**src/bdio_pkg.sv**
```systemverilog
// shared constants for the buffered digital i/o port
package bdio_pkg;

    // port geometry
    localparam int CHANNELS = 12;

    // device code is octal 5X, X from the code-select register
    localparam logic [2:0] DEV_HIGH_DIGIT    = 3'h5;
    localparam logic [2:0] DEV_LOW_DIGIT_RST = 3'h0;

    // operation field values (instruction bits 9..11)
    localparam logic [2:0] OP_IRQ_DISABLE  = 3'h0;
    localparam logic [2:0] OP_IRQ_ENABLE   = 3'h1;
    localparam logic [2:0] OP_SKIP_INPUT   = 3'h2;
    localparam logic [2:0] OP_INPUT_CLEAR  = 3'h3;
    localparam logic [2:0] OP_INPUT_READ   = 3'h4;
    localparam logic [2:0] OP_OUTPUT_CLEAR = 3'h5;
    localparam logic [2:0] OP_OUTPUT_SET   = 3'h6;
    localparam logic [2:0] OP_OUTPUT_READ  = 3'h7;

    // register byte offsets on the configuration bus
    localparam logic [7:0] REG_CODE_SEL  = 8'h00;
    localparam logic [7:0] REG_DIRECT    = 8'h04;
    localparam logic [7:0] REG_FLAG_MASK = 8'h08;
    localparam logic [7:0] REG_STATUS    = 8'h0C;
    localparam logic [7:0] REG_INPUTS    = 8'h10;
    localparam logic [7:0] REG_OUTPUTS   = 8'h14;

    // configuration reset values: latched mode, every bit feeds the flag
    localparam logic [11:0] DIRECT_RST    = 12'h000;
    localparam logic [11:0] FLAG_MASK_RST = 12'hFFF;

    // status word field positions
    localparam int STAT_IRQ_EN_BIT = 0;
    localparam int STAT_FLAG_BIT   = 1;
    localparam int STAT_IRQ_BIT    = 2;

    // axi response codes
    localparam logic [1:0] RESP_OKAY   = 2'h0;
    localparam logic [1:0] RESP_SLVERR = 2'h2;

endpackage

```
**src/bdio_cfg_regs.sv**
```systemverilog
// axi4-lite slave holding the port's configuration and status view
`timescale 1ns/1ps
module bdio_cfg_regs (
    input  wire logic        aclk,          // bus clock
    input  wire logic        aresetn,       // sync reset, low
    input  wire logic        ce,            // clock enable
    input  wire logic [7:0]  s_awaddr,      // write address
    input  wire logic        s_awvalid,     // write address valid
    output logic             s_awready,     // write address ready
    input  wire logic [31:0] s_wdata,       // write data
    input  wire logic [3:0]  s_wstrb,       // byte strobes
    input  wire logic        s_wvalid,      // write data valid
    output logic             s_wready,      // write data ready
    output logic [1:0]       s_bresp,       // write response
    output logic             s_bvalid,      // write response valid
    input  wire logic        s_bready,      // write response ready
    input  wire logic [7:0]  s_araddr,      // read address
    input  wire logic        s_arvalid,     // read address valid
    output logic             s_arready,     // read address ready
    output logic [31:0]      s_rdata,       // read data
    output logic [1:0]       s_rresp,       // read response
    output logic             s_rvalid,      // read data valid
    input  wire logic        s_rready,      // read data ready
    input  wire logic [11:0] in_view,       // input bits as reported
    input  wire logic [11:0] out_view,      // output flip-flops
    input  wire logic [2:0]  stat_view,     // irq enable, flag, irq
    output logic [2:0]       code_digit,    // low octal digit of code
    output logic [11:0]      direct_mask,   // 1 = bit reads line directly
    output logic [11:0]      flag_mask      // 1 = bit feeds pending flag
);
    logic        aw_q, w_q;
    logic [7:0]  awaddr_q;
    logic [31:0] wdata_q;
    logic [3:0]  wstrb_q;
    logic [2:0]  code_q;
    logic [11:0] direct_q, flag_q;

    // merge byte lanes of a 12-bit field
    function automatic logic [11:0] lane_merge(input logic [11:0] old, input logic [31:0] d,
                                               input logic [3:0] s);
        lane_merge = {s[1] ? d[11:8] : old[11:8], s[0] ? d[7:0] : old[7:0]};
    endfunction

    // address and data are taken in either order and held until both arrive
    assign s_awready = !aw_q && !s_bvalid;
    assign s_wready  = !w_q && !s_bvalid;
    assign s_arready = !s_rvalid;
    wire   wr_go     = aw_q && w_q && !s_bvalid;
    wire   wr_hit    = awaddr_q == bdio_pkg::REG_CODE_SEL || awaddr_q == bdio_pkg::REG_DIRECT
                    || awaddr_q == bdio_pkg::REG_FLAG_MASK;
    wire   rd_hit    = s_araddr <= bdio_pkg::REG_OUTPUTS && s_araddr[1:0] == 2'h0;

    // read mux, status registers are read-only views of the port
    logic [31:0] rd_word;
    always_comb begin
        case (s_araddr)
            bdio_pkg::REG_CODE_SEL:  rd_word = {29'h0, code_q};
            bdio_pkg::REG_DIRECT:    rd_word = {20'h0, direct_q};
            bdio_pkg::REG_FLAG_MASK: rd_word = {20'h0, flag_q};
            bdio_pkg::REG_STATUS:    rd_word = {29'h0, stat_view};
            bdio_pkg::REG_INPUTS:    rd_word = {20'h0, in_view};
            bdio_pkg::REG_OUTPUTS:   rd_word = {20'h0, out_view};
            default:                 rd_word = 32'h0;
        endcase
    end

    // write channel collection and response
    always_ff @(posedge aclk) begin
        if (!aresetn) begin
            aw_q     <= 1'b0;
            w_q      <= 1'b0;
            awaddr_q <= 8'h00;
            wdata_q  <= 32'h0;
            wstrb_q  <= 4'h0;
            s_bvalid <= 1'b0;
            s_bresp  <= bdio_pkg::RESP_OKAY;
        end else if (ce) begin
            if (s_awvalid && s_awready) begin
                aw_q     <= 1'b1;
                awaddr_q <= s_awaddr;
            end
            if (s_wvalid && s_wready) begin
                w_q     <= 1'b1;
                wdata_q <= s_wdata;
                wstrb_q <= s_wstrb;
            end
            if (wr_go) begin
                aw_q     <= 1'b0;
                w_q      <= 1'b0;
                s_bvalid <= 1'b1;
                s_bresp  <= wr_hit ? bdio_pkg::RESP_OKAY : bdio_pkg::RESP_SLVERR;
            end else if (s_bvalid && s_bready) begin
                s_bvalid <= 1'b0;
            end
        end
    end

    // configuration registers; unmapped writes leave them untouched
    always_ff @(posedge aclk) begin
        if (!aresetn) begin
            code_q   <= bdio_pkg::DEV_LOW_DIGIT_RST;
            direct_q <= bdio_pkg::DIRECT_RST;
            flag_q   <= bdio_pkg::FLAG_MASK_RST;
        end else if (ce && wr_go) begin
            if (awaddr_q == bdio_pkg::REG_CODE_SEL && wstrb_q[0])
                code_q <= wdata_q[2:0];
            if (awaddr_q == bdio_pkg::REG_DIRECT)
                direct_q <= lane_merge(direct_q, wdata_q, wstrb_q);
            if (awaddr_q == bdio_pkg::REG_FLAG_MASK)
                flag_q <= lane_merge(flag_q, wdata_q, wstrb_q);
        end
    end

    // read channel: one outstanding read, data held until taken
    always_ff @(posedge aclk) begin
        if (!aresetn) begin
            s_rvalid <= 1'b0;
            s_rdata  <= 32'h0;
            s_rresp  <= bdio_pkg::RESP_OKAY;
        end else if (ce) begin
            if (s_arvalid && s_arready) begin
                s_rvalid <= 1'b1;
                s_rdata  <= rd_word;
                s_rresp  <= rd_hit ? bdio_pkg::RESP_OKAY : bdio_pkg::RESP_SLVERR;
            end else if (s_rvalid && s_rready) begin
                s_rvalid <= 1'b0;
            end
        end
    end

    assign code_digit  = code_q;
    assign direct_mask = direct_q;
    assign flag_mask   = flag_q;
endmodule

```
**src/bdio_port.sv**
```systemverilog
// buffered digital i/o port: transfer-instruction decode, input latches, output flip-flops
//
// Decided for this implementation: the placing of the registers and the AXI4-Lite interface to the registers.
`timescale 1ns/1ps
module bdio_port (
    input  wire logic        aclk,             // system clock, 10 MHz
    input  wire logic        aresetn,          // sync reset, low
    input  wire logic        ce,               // clock enable, freezes state
    input  wire logic        sys_init,         // processor initialize, high
    input  wire logic        io_pause,         // i/o pause level of transfer cycle
    input  wire logic        time_pulse_three, // third time pulse
    input  wire logic [3:11] instr_bits_n,     // instruction bits 3..11, low true
    input  wire logic [0:11] bus_data_in_n,    // accumulator on data bus, low true
    output logic      [0:11] bus_data_out_n,   // read word to data bus, low true
    output logic             bus_data_oe_n,    // low while driving data bus
    output logic             skip_out_n,       // skip line level, low = skip
    output logic             skip_oe_n,        // low while driving skip line
    output logic             io_select,        // port selected
    output logic             internal_io,      // internal i/o indication
    output logic             irq_req,          // program interrupt request
    input  wire logic [11:0] ext_in_n,         // external inputs, low true
    output logic      [11:0] ext_out_n,        // external outputs, low true
    input  wire logic [7:0]  s_awaddr,         // axi write address
    input  wire logic        s_awvalid,        // axi write address valid
    output logic             s_awready,        // axi write address ready
    input  wire logic [31:0] s_wdata,          // axi write data
    input  wire logic [3:0]  s_wstrb,          // axi byte strobes
    input  wire logic        s_wvalid,         // axi write data valid
    output logic             s_wready,         // axi write data ready
    output logic [1:0]       s_bresp,          // axi write response
    output logic             s_bvalid,         // axi write response valid
    input  wire logic        s_bready,         // axi write response ready
    input  wire logic [7:0]  s_araddr,         // axi read address
    input  wire logic        s_arvalid,        // axi read address valid
    output logic             s_arready,        // axi read address ready
    output logic [31:0]      s_rdata,          // axi read data
    output logic [1:0]       s_rresp,          // axi read response
    output logic             s_rvalid,         // axi read data valid
    input  wire logic        s_rready          // axi read data ready
);
    typedef enum logic [3:0] {
        BDIO_OP_NONE,
        BDIO_OP_IRQ_DISABLE,
        BDIO_OP_IRQ_ENABLE,
        BDIO_OP_SKIP,
        BDIO_OP_IN_CLEAR,
        BDIO_OP_IN_READ,
        BDIO_OP_OUT_CLEAR,
        BDIO_OP_OUT_SET,
        BDIO_OP_OUT_READ
    } bdio_op_t;

    logic [11:0] latch_q, latch_d;      // input latches
    logic [11:0] out_q, out_d;          // output flip-flops
    logic [11:0] line_prev_q;           // last sampled line, for edge detect
    logic        irq_en_q, irq_en_d;    // interrupt enable flag
    logic [2:0]  code_digit;
    logic [11:0] direct_mask, flag_mask;
    bdio_op_t    op;

    // select one operation strobe from the three-bit field
    function automatic bdio_op_t op_decode(input logic [2:0] f);
        case (f)
            bdio_pkg::OP_IRQ_DISABLE:  op_decode = BDIO_OP_IRQ_DISABLE;
            bdio_pkg::OP_IRQ_ENABLE:   op_decode = BDIO_OP_IRQ_ENABLE;
            bdio_pkg::OP_SKIP_INPUT:   op_decode = BDIO_OP_SKIP;
            bdio_pkg::OP_INPUT_CLEAR:  op_decode = BDIO_OP_IN_CLEAR;
            bdio_pkg::OP_INPUT_READ:   op_decode = BDIO_OP_IN_READ;
            bdio_pkg::OP_OUTPUT_CLEAR: op_decode = BDIO_OP_OUT_CLEAR;
            bdio_pkg::OP_OUTPUT_SET:   op_decode = BDIO_OP_OUT_SET;
            bdio_pkg::OP_OUTPUT_READ:  op_decode = BDIO_OP_OUT_READ;
            default:                   op_decode = BDIO_OP_NONE;
        endcase
    endfunction

    // bus bits are numbered with bit 0 as the most significant
    function automatic logic [11:0] bus_to_vec(input logic [0:11] b);
        bus_to_vec = b;
    endfunction

    // device select: bits 3..8 are the code, sampled only in the pause
    wire [2:0]  dev_high  = ~instr_bits_n[3:5];
    wire [2:0]  dev_low   = ~instr_bits_n[6:8];
    wire [2:0]  op_field_bits = ~instr_bits_n[9:11];
    wire        code_hit  = dev_high == bdio_pkg::DEV_HIGH_DIGIT && dev_low == code_digit;
    assign io_select   = io_pause && code_hit;
    assign internal_io = io_select;
    assign op = io_select ? op_decode(op_field_bits) : BDIO_OP_NONE;

    // named strobes; the state-changing ones act on the third time pulse
    wire irq_disable_op    = op == BDIO_OP_IRQ_DISABLE;
    wire irq_enable_op     = op == BDIO_OP_IRQ_ENABLE;
    wire skip_on_input_op  = op == BDIO_OP_SKIP;
    wire input_clear_op    = op == BDIO_OP_IN_CLEAR;
    wire input_read_op     = op == BDIO_OP_IN_READ;
    wire output_clear_op   = op == BDIO_OP_OUT_CLEAR;
    wire output_set_op     = op == BDIO_OP_OUT_SET;
    wire output_read_op    = op == BDIO_OP_OUT_READ;
    wire act               = time_pulse_three;
    wire [11:0] accumulator = ~bus_to_vec(bus_data_in_n); // low-true bus to ones

    // external side: low-true lines, falling edge seen against last sample
    wire [11:0] line_now  = ~ext_in_n;
    wire [11:0] fall      = line_now & ~line_prev_q;
    wire [11:0] in_bits   = (direct_mask & line_now) | (~direct_mask & latch_q);
    wire        in_flag   = |(in_bits & flag_mask);
    assign irq_req   = in_flag && irq_en_q;
    assign ext_out_n = ~out_q;

    // latch next value: an edge in the clearing cycle still sets the bit
    genvar gi;
    generate
        for (gi = 0; gi < bdio_pkg::CHANNELS; gi++) begin : g_latch
            wire clr_bit = input_clear_op && act && accumulator[gi];
            assign latch_d[gi] = sys_init ? 1'b0 : (fall[gi] || (latch_q[gi] && !clr_bit));
        end
    endgenerate

    // output next value; set and clear strobes are mutually exclusive by decode
    assign out_d = sys_init ? 12'h000
                 : (output_clear_op && act) ? (out_q & ~accumulator)
                 : (output_set_op && act) ? (out_q | accumulator)
                 : out_q;

    // interrupt enable; initialize is the power-on path and overrides all
    assign irq_en_d = sys_init ? 1'b0
                    : (irq_enable_op && act) ? 1'b1
                    : (irq_disable_op && act) ? 1'b0
                    : irq_en_q;

    // responses drive the bus only during their own strobe, never else
    assign skip_oe_n      = !(skip_on_input_op && in_flag);
    assign skip_out_n     = 1'b0;
    assign bus_data_oe_n  = !(input_read_op || output_read_op);
    assign bus_data_out_n = input_read_op ? ~in_bits : ~out_q;

    // state flip-flops, all frozen while ce is low
    always_ff @(posedge aclk) begin
        if (!aresetn) begin
            latch_q     <= 12'h000;
            out_q       <= 12'h000;
            line_prev_q <= 12'h000;
            irq_en_q    <= 1'b0;
        end else if (ce) begin
            latch_q     <= latch_d;
            out_q       <= out_d;
            line_prev_q <= line_now;
            irq_en_q    <= irq_en_d;
        end
    end

    // configuration and status over the register bus
    bdio_cfg_regs u_regs (
        .aclk        (aclk),
        .aresetn     (aresetn),
        .ce          (ce),
        .s_awaddr    (s_awaddr),
        .s_awvalid   (s_awvalid),
        .s_awready   (s_awready),
        .s_wdata     (s_wdata),
        .s_wstrb     (s_wstrb),
        .s_wvalid    (s_wvalid),
        .s_wready    (s_wready),
        .s_bresp     (s_bresp),
        .s_bvalid    (s_bvalid),
        .s_bready    (s_bready),
        .s_araddr    (s_araddr),
        .s_arvalid   (s_arvalid),
        .s_arready   (s_arready),
        .s_rdata     (s_rdata),
        .s_rresp     (s_rresp),
        .s_rvalid    (s_rvalid),
        .s_rready    (s_rready),
        .in_view     (in_bits),
        .out_view    (out_q),
        .stat_view   ({irq_req, in_flag, irq_en_q}),
        .code_digit  (code_digit),
        .direct_mask (direct_mask),
        .flag_mask   (flag_mask)
    );
endmodule

```
**config.mk**
```make
export PLATFORM = sky130hd
export DESIGN_NAME = bdio_port
export DESIGN_NICKNAME = d
export VERILOG_FILES = /design/src/bdio_pkg.sv /design/src/bdio_cfg_regs.sv /design/src/bdio_port.sv
export SDC_FILE = /design/constraint.sdc
export NUM_CORES = 1
export LEC_CHECK = 0
export BUFFER_PORTS_ARGS = -buffer_cell sky130_fd_sc_hd__buf_2
export CAP_MARGIN = 40
export CORE_MARGIN = 5
export CORE_UTILIZATION = 52
export DETAILED_ROUTE_END_ITERATION = 8
export MAX_ROUTING_LAYER = met4
export PLACE_DENSITY_LB_ADDON = 0.12
export SETUP_SLACK_MARGIN = 0.05
export SLEW_MARGIN = 20
export SYNTH_ARGS = -nofsm -noshare
export SYNTH_HDL_FRONTEND = slang
export SYNTH_HIERARCHICAL = 1
export SYNTH_SLANG_ARGS = --single-unit
```
**constraint.sdc**
```tcl
create_clock -name aclk -period 4 [get_ports aclk]
set_clock_uncertainty 0.05 [all_clocks]
set_input_delay 1.2 -clock aclk [delete_from_list [all_inputs] [get_ports aclk]]
set_output_delay 1.2 -clock aclk [all_outputs]
set_load 0.1 [all_outputs]
```
After elaboration in Yosys (flattened, before gate mapping):

Memories as Yosys holds them, arrays and structs flattened.
Index checks and enable logic that the tools add are counted.

* latch bits: 0
* input port bits: 96
* memories kept: 1
* output and inout port bits: 71
* RAM bits: 0
* logic and storage cells: 189
* memory bits (read-only): 32
* register bits after elaboration: 126

* mux-type cells: 31
* $add $sub $neg: 0
* div/mod/pow operators: 0
* reduce and logical (&&, ||, !) cells: 103
* order comparisons: 1
* shift-type cells: 0
* eq/ne operators: 17
* multiply operators: 0
* bitwise logic cells: 17

Memory list
* (name not given): words 8, bits a word 4, read ports 1, clocked after Yosys merged registers in 0, write ports 0, RTL line bdio_port.sv:63 `case (f)`

Operators with widths (count)
* 12-bit NOT: 7
* 12-bit one-hot mux with 6 select lines: 1
* 12-bit bitwise AND: 5
* 12-bit 2-to-1 mux: 4
* 1-bit logical AND: 45
* 8-bit by 4-bit equality test with 1-bit output (second input constant): 3
* 12-bit bitwise OR: 2
* 1-bit 2-to-1 mux: 23
* 2-bit AND reduction: 11
* 1-bit zero test: 18
* 4-bit by 3-bit equality test with 1-bit output (second input constant): 4
* 8-bit by 3-bit equality test with 1-bit output (second input constant): 2
* 8-bit by 5-bit equality test with 1-bit output (second input constant): 2
* 8-bit zero test: 2
* 1-bit logical OR: 15
* 3-bit AND reduction: 4
* 12-bit OR reduction: 1
* 3-bit NOT: 3
* 4-bit by 2-bit equality test with 1-bit output (second input constant): 2
* 8-bit by 5-bit <= comparator with 1-bit output (second input constant): 1
* 2-bit nonzero test: 4
* 3-bit nonzero test: 2
* 4-bit by 1-bit equality test with 1-bit output (second input constant): 1
* 4-bit equality test (second input constant): 1
* 5 further kinds: 6

Depth between registers and ports, before layout:

* word-level depth: 12
* gate-level depth with buffers: 9
* depth with buffers taken out: 9

Modules after synthesis:

Netlist, hierarchy kept.

Modules (own cells, without submodules)
* bdio_cfg_regs: cells an instance 341, area an instance 3198.1 um^2, seq. area each 1341.3 um^2, times used 1
* bdio_port: cells an instance 259, area an instance 2139.6 um^2, seq. area each 740.7 um^2, times used 1

Worst setup path before layout:

Ideal clock, no wire load.

* path type: input to output
* start point: input instr_bits_n[11] (netlist bit)
* end point: output bus_data_out_n[11] (netlist bit)
* path slack: -1.208 ns
* data arrival time: 3.958 ns
* buffers on the path: 1
* cell stages on the path: 7
* data required time: 2.750 ns
* cells stage by stage: inv_1 -> ha_1 -> nor2_1 -> mux2_2 -> nor4b_4 -> buf_4 -> mux2i_1

* word-level cells in the longest chain between the ends: 5

RTL lines
* from (decl): RTL line bdio_port.sv:12 `input wire logic [3:11] instr_bits_n,`
* 3-bit NOT: RTL line bdio_port.sv:84 `wire [2:0] op_field_bits = ~instr_bits_n[9:11];`
* memory read 8 x 4 bit
* 4-bit 2-to-1 mux: RTL line bdio_port.sv:88 `assign op = io_select ? op_decode(op_field_bits) : BDIO_OP_NONE;`
* 4-bit by 3-bit equality test with 1-bit output: RTL line bdio_port.sv:95 `wire input_read_op = op == BDIO_OP_IN_READ;`
* 12-bit 2-to-1 mux: RTL line bdio_port.sv:135 `assign bus_data_out_n = input_read_op ? ~in_bits : ~out_q;`
* to (decl): RTL line bdio_port.sv:14 `output logic [0:11] bus_data_out_n,`

Every way passes these cells.

Final worst setup path:

* start point: input instr_bits_n[5] (netlist bit)
* end point: output bus_data_out_n[2] (netlist bit)

* word-level cells in the longest chain between the ends: 7

RTL lines
* 3-bit NOT: RTL line bdio_port.sv:82 `wire [2:0] dev_high = ~instr_bits_n[3:5];`
* 3-bit equality test: RTL line bdio_port.sv:85 `wire code_hit = dev_high == bdio_pkg::DEV_HIGH_DIGIT && dev_low == code_digit;`
* 1-bit logical AND: RTL line bdio_port.sv:85
* 1-bit logical AND: RTL line bdio_port.sv:86 `assign io_select = io_pause && code_hit;`
* 4-bit 2-to-1 mux: RTL line bdio_port.sv:88
* 4-bit by 3-bit equality test with 1-bit output: RTL line bdio_port.sv:95
* 12-bit 2-to-1 mux: RTL line bdio_port.sv:135

Every way passes these cells.

==> impl_metrics.env <==
export IMPL_status="finished clean"
export IMPL_initial_core_util_pct=52.4
export IMPL_synth_area_per_cell_um2=8.90
export IMPL_clock_sinks=104
export IMPL_hold_path_class="reg -> reg"
export IMPL_cts_root_buf="clkbuf_8"
export IMPL_syn_cell_area_um2=5340
export IMPL_drt_pass1_iter_count=5
export IMPL_stdcell_count=864
export IMPL_slew_headroom_pct=54.8
export IMPL_fp_row_count=37
export IMPL_hold_violations=0
export IMPL_crit_path_end_kind="primary output"
export IMPL_tns_ps=0
export IMPL_synth_edf_count=0
export IMPL_slew_viol_final=0
export IMPL_numCtsBuffers=9
export IMPL_ant_nets=0
export IMPL_yosysSeqAreaShare_pct=39.0
export IMPL_routedWlPerCell_um=17.3
export IMPL_pre_cts_ws_ps=-85.1
export IMPL_worst_pin_slew_ps=678
export IMPL_post_dp_cell_area_um2=6450
export IMPL_clockPowerShare_pct=29.7
export IMPL_vdd_drop_max_uv=188
export IMPL_synth_distinct_cells=65
export IMPL_p_sw_share_pct=32.4
export IMPL_async_flop_share_pct=0
export IMPL_p_total_mw=2.10
export IMPL_synth_area_leaders="dfxtp_1, mux2i_1, nand2_1"
export IMPL_track_usage_pct=23.9
export IMPL_critPathKind="in -> out"
export IMPL_p_sw_mw=0.678
export IMPL_fillCellCount=830
export IMPL_p_per_area_nw_per_um2=308
export IMPL_synthFlopType="dfxtp_1"
export IMPL_grt_max_degree=75
export IMPL_yosys_warnings=6
export IMPL_drc=0
export IMPL_die_x_um=111
export IMPL_grt_first_pass_wirelength_um=23600
export IMPL_grt_pass1_vias=4679
export IMPL_crit_path_max_fanout=6
export IMPL_fp_dieH_um=111
export IMPL_areaGrowthSynthToFinish_pct=27.3
export IMPL_ys_ff_latch=104
export IMPL_cts_htree_levels=3
export IMPL_gp_congestion=0.870
export IMPL_power_frac_seq_pct=51.9
export IMPL_vias=4822
export IMPL_timing_final_ws_setup_ps=10.9
export IMPL_cellLeakagePower_nw=3.12
export IMPL_synth_top_area_share_pct=39.0
export IMPL_hold_ws_ps=418
export IMPL_portBuffers=121
export IMPL_pin_count=167
export IMPL_routed_via_density=5.58
export IMPL_clk_pin_slew_ps=90
export IMPL_max_freq_mhz=251
export IMPL_clock_path_buffers=2
export IMPL_setup_viol=0
export IMPL_grt_ovfl_total=0
export IMPL_core_um2=10200
export IMPL_antenna_found_initial=0
export IMPL_stdcell_area_um2=6790
export IMPL_place_inst=845
export IMPL_cap_violations=0
export IMPL_fin_crit_sh_pct=99.7
export IMPL_syn_instance_count=600
export IMPL_nets=822
export IMPL_dieArea_um2=12400
export IMPL_rsz0062_at_grt="true"
export IMPL_drtIter0Drc=348
export IMPL_pwr_share_comb_pct=18.5
export IMPL_drive_above_1_share_pct=29.0
export IMPL_p_int_mw=1.42
export IMPL_timing_final_crit_period_ps=3990
export IMPL_rrSetupSlack_ps=1620
export IMPL_cp_start_kind="input pin"
export IMPL_critPathRequiredTime_ps=2750
export IMPL_synth_area_leader_cell="dfxtp_1"
export IMPL_diodes=0
export IMPL_worstPathArrival_ps=2740
export IMPL_wl_um=14900
export IMPL_dp_hpwl_um=11300
export IMPL_tritoncts="done"
export IMPL_utilization_pct=66.7
export IMPL_clock_latency_ps=380
registers in the layout, indices dropped and copies added (netlist names):
| register | flops |
|---|---|
| u_regs/w_q | 1 |
| u_regs/wdata_q | 12 |
| u_regs/wstrb_q | 2 |
| u_regs/s_rresp | 1 |
| out_q | 12 |
| u_regs/flag_mask | 12 |
| u_regs/awaddr_q | 8 |
| u_regs/code_digit | 3 |
| u_regs/s_rvalid | 1 |
| u_regs/s_bresp | 1 |
| u_regs/direct_mask | 12 |
| u_regs/s_rdata | 12 |
| latch_q | 12 |
| u_regs/s_bvalid | 1 |
| irq_en_q | 1 |
| u_regs/aw_q | 1 |
| line_prev_q | 12 |
worst max-delay path, cell delays in order:
cell       delay (ps)
buf_6              90
and4bb_1          290
nand4_4           100
nor4b_4           210
buf_4             180
clkbuf_16         190
mux2i_4           270
buf_12            200
layout by cell type, fill, tap and decap left out, types with 4 or more instances in the layout:
master	synthesis	final
o2bb2ai_1	6	6
mux2i_4	0	12
a22oi_1	5	5
clkbuf_8	1	9
mux2i_1	57	45
a211oi_1	9	4
nand4_1	12	12
inv_1	29	27
o211a_1	13	13
nor2_1	25	23
nor2b_1	31	31
a211oi_2	0	5
o22ai_1	15	15
buf_2	5	101
o211ai_1	4	4
buf_12	0	17
nand3_1	4	4
and3b_1	6	6
buf_4	25	24
dfxtp_1	104	104
nand2b_1	4	4
conb_1	2	23
o311ai_0	12	12
nor3_1	13	13
nand2_1	89	89
a21oi_1	40	38
a21boi_0	13	13
what timing repair did:
action / in CTS / in global routing
pin swaps: 0 / 3
resized for setup: 7 / 20
gates cloned: 0 / 1
endpoints found under the setup margin: 13 / 13
buffers inserted: 0 / 3
hold buffers: 0 / 0
cells by family (layout without fill, tap and decap cells):
| family | after synthesis | in the layout | share of synthesized area, % |
|---|---|---|---|
| other cells | 2 | 23 | 0.141 |
| xor+xnor | 3 | 3 | 0.492 |
| flops | 104 | 104 | 39.0 |
| compound gates | 135 | 135 | 18.1 |
| fa+ha+maj | 2 | 2 | 0.469 |
| mux | 60 | 60 | 11.7 |
| buf+inv | 85 | 192 | 8.37 |
| simple gates | 209 | 209 | 21.7 |
area by class of cell:
cell class                 instances  area (um2)  share of cell area (%)
multi-input combinational        432        3140                    46.2
sequential                       104        2080                    30.7
timing repair buffer             147        1100                    16.2
tap                              136         170                    2.51
inverter                          30         125                    1.84
clock buffer                       9         124                    1.82
clock inverter                     6        52.6                   0.774
synth_stat cells (all sizes together), types with 3 or more instances:
master	count
dfxtp	104
nand2	89
mux2i	57
a21oi	40
buf	33
nor2b	31
inv	29
nor2	25
clkbuf	21
o22ai	16
nand4	15
a21boi	14
nor3	13
o211a	13
o311ai	12
a211oi	9
and3b	6
o2bb2ai	6
a22oi	5
nand3	5
nand2b	4
o211ai	4
a2bb2oi	3
nor3b	3
xor2	3
layer usage:
layer	track usage, %	share of wire, %	vias to the layer above
met1	30.9	43	2265
met3	5.02	7.8	19
met4	5.76	1.3	0
met5	-	0	-
met2	38.4	48	186
li1	-	-	2352
final timing paths:
path | cells past startpoint | to | start
setup / recovery | 8 | bus_data_out_n[2] | instr_bits_n[5]
hold / removal | 2 | u_regs/s_rdata[5] | u_regs/s_rdata[5]
hold reg to reg | 2 | u_regs/s_rdata[5] | u_regs/s_rdata[5]
setup reg to reg | 9 | u_regs/s_rdata[2] | u_regs/direct_mask[8]
power groups by stage:
| stage | logic (mW) | registers [mW] | clock network (mW) |
|---|---|---|---|
| after floorplan | 0.279 | 1.12 | 0 |
| after global placement | 0.363 | 1.11 | 0 |
| after detailed placement | 0.372 | 1.11 | 0 |
| after CTS | 0.374 | 1.09 | 0.632 |
| after global routing | 0.414 | 1.09 | 0.675 |
| final | 0.387 | 1.09 | 0.622 |
Note: power is estimated with default switching activity, not from simulation.
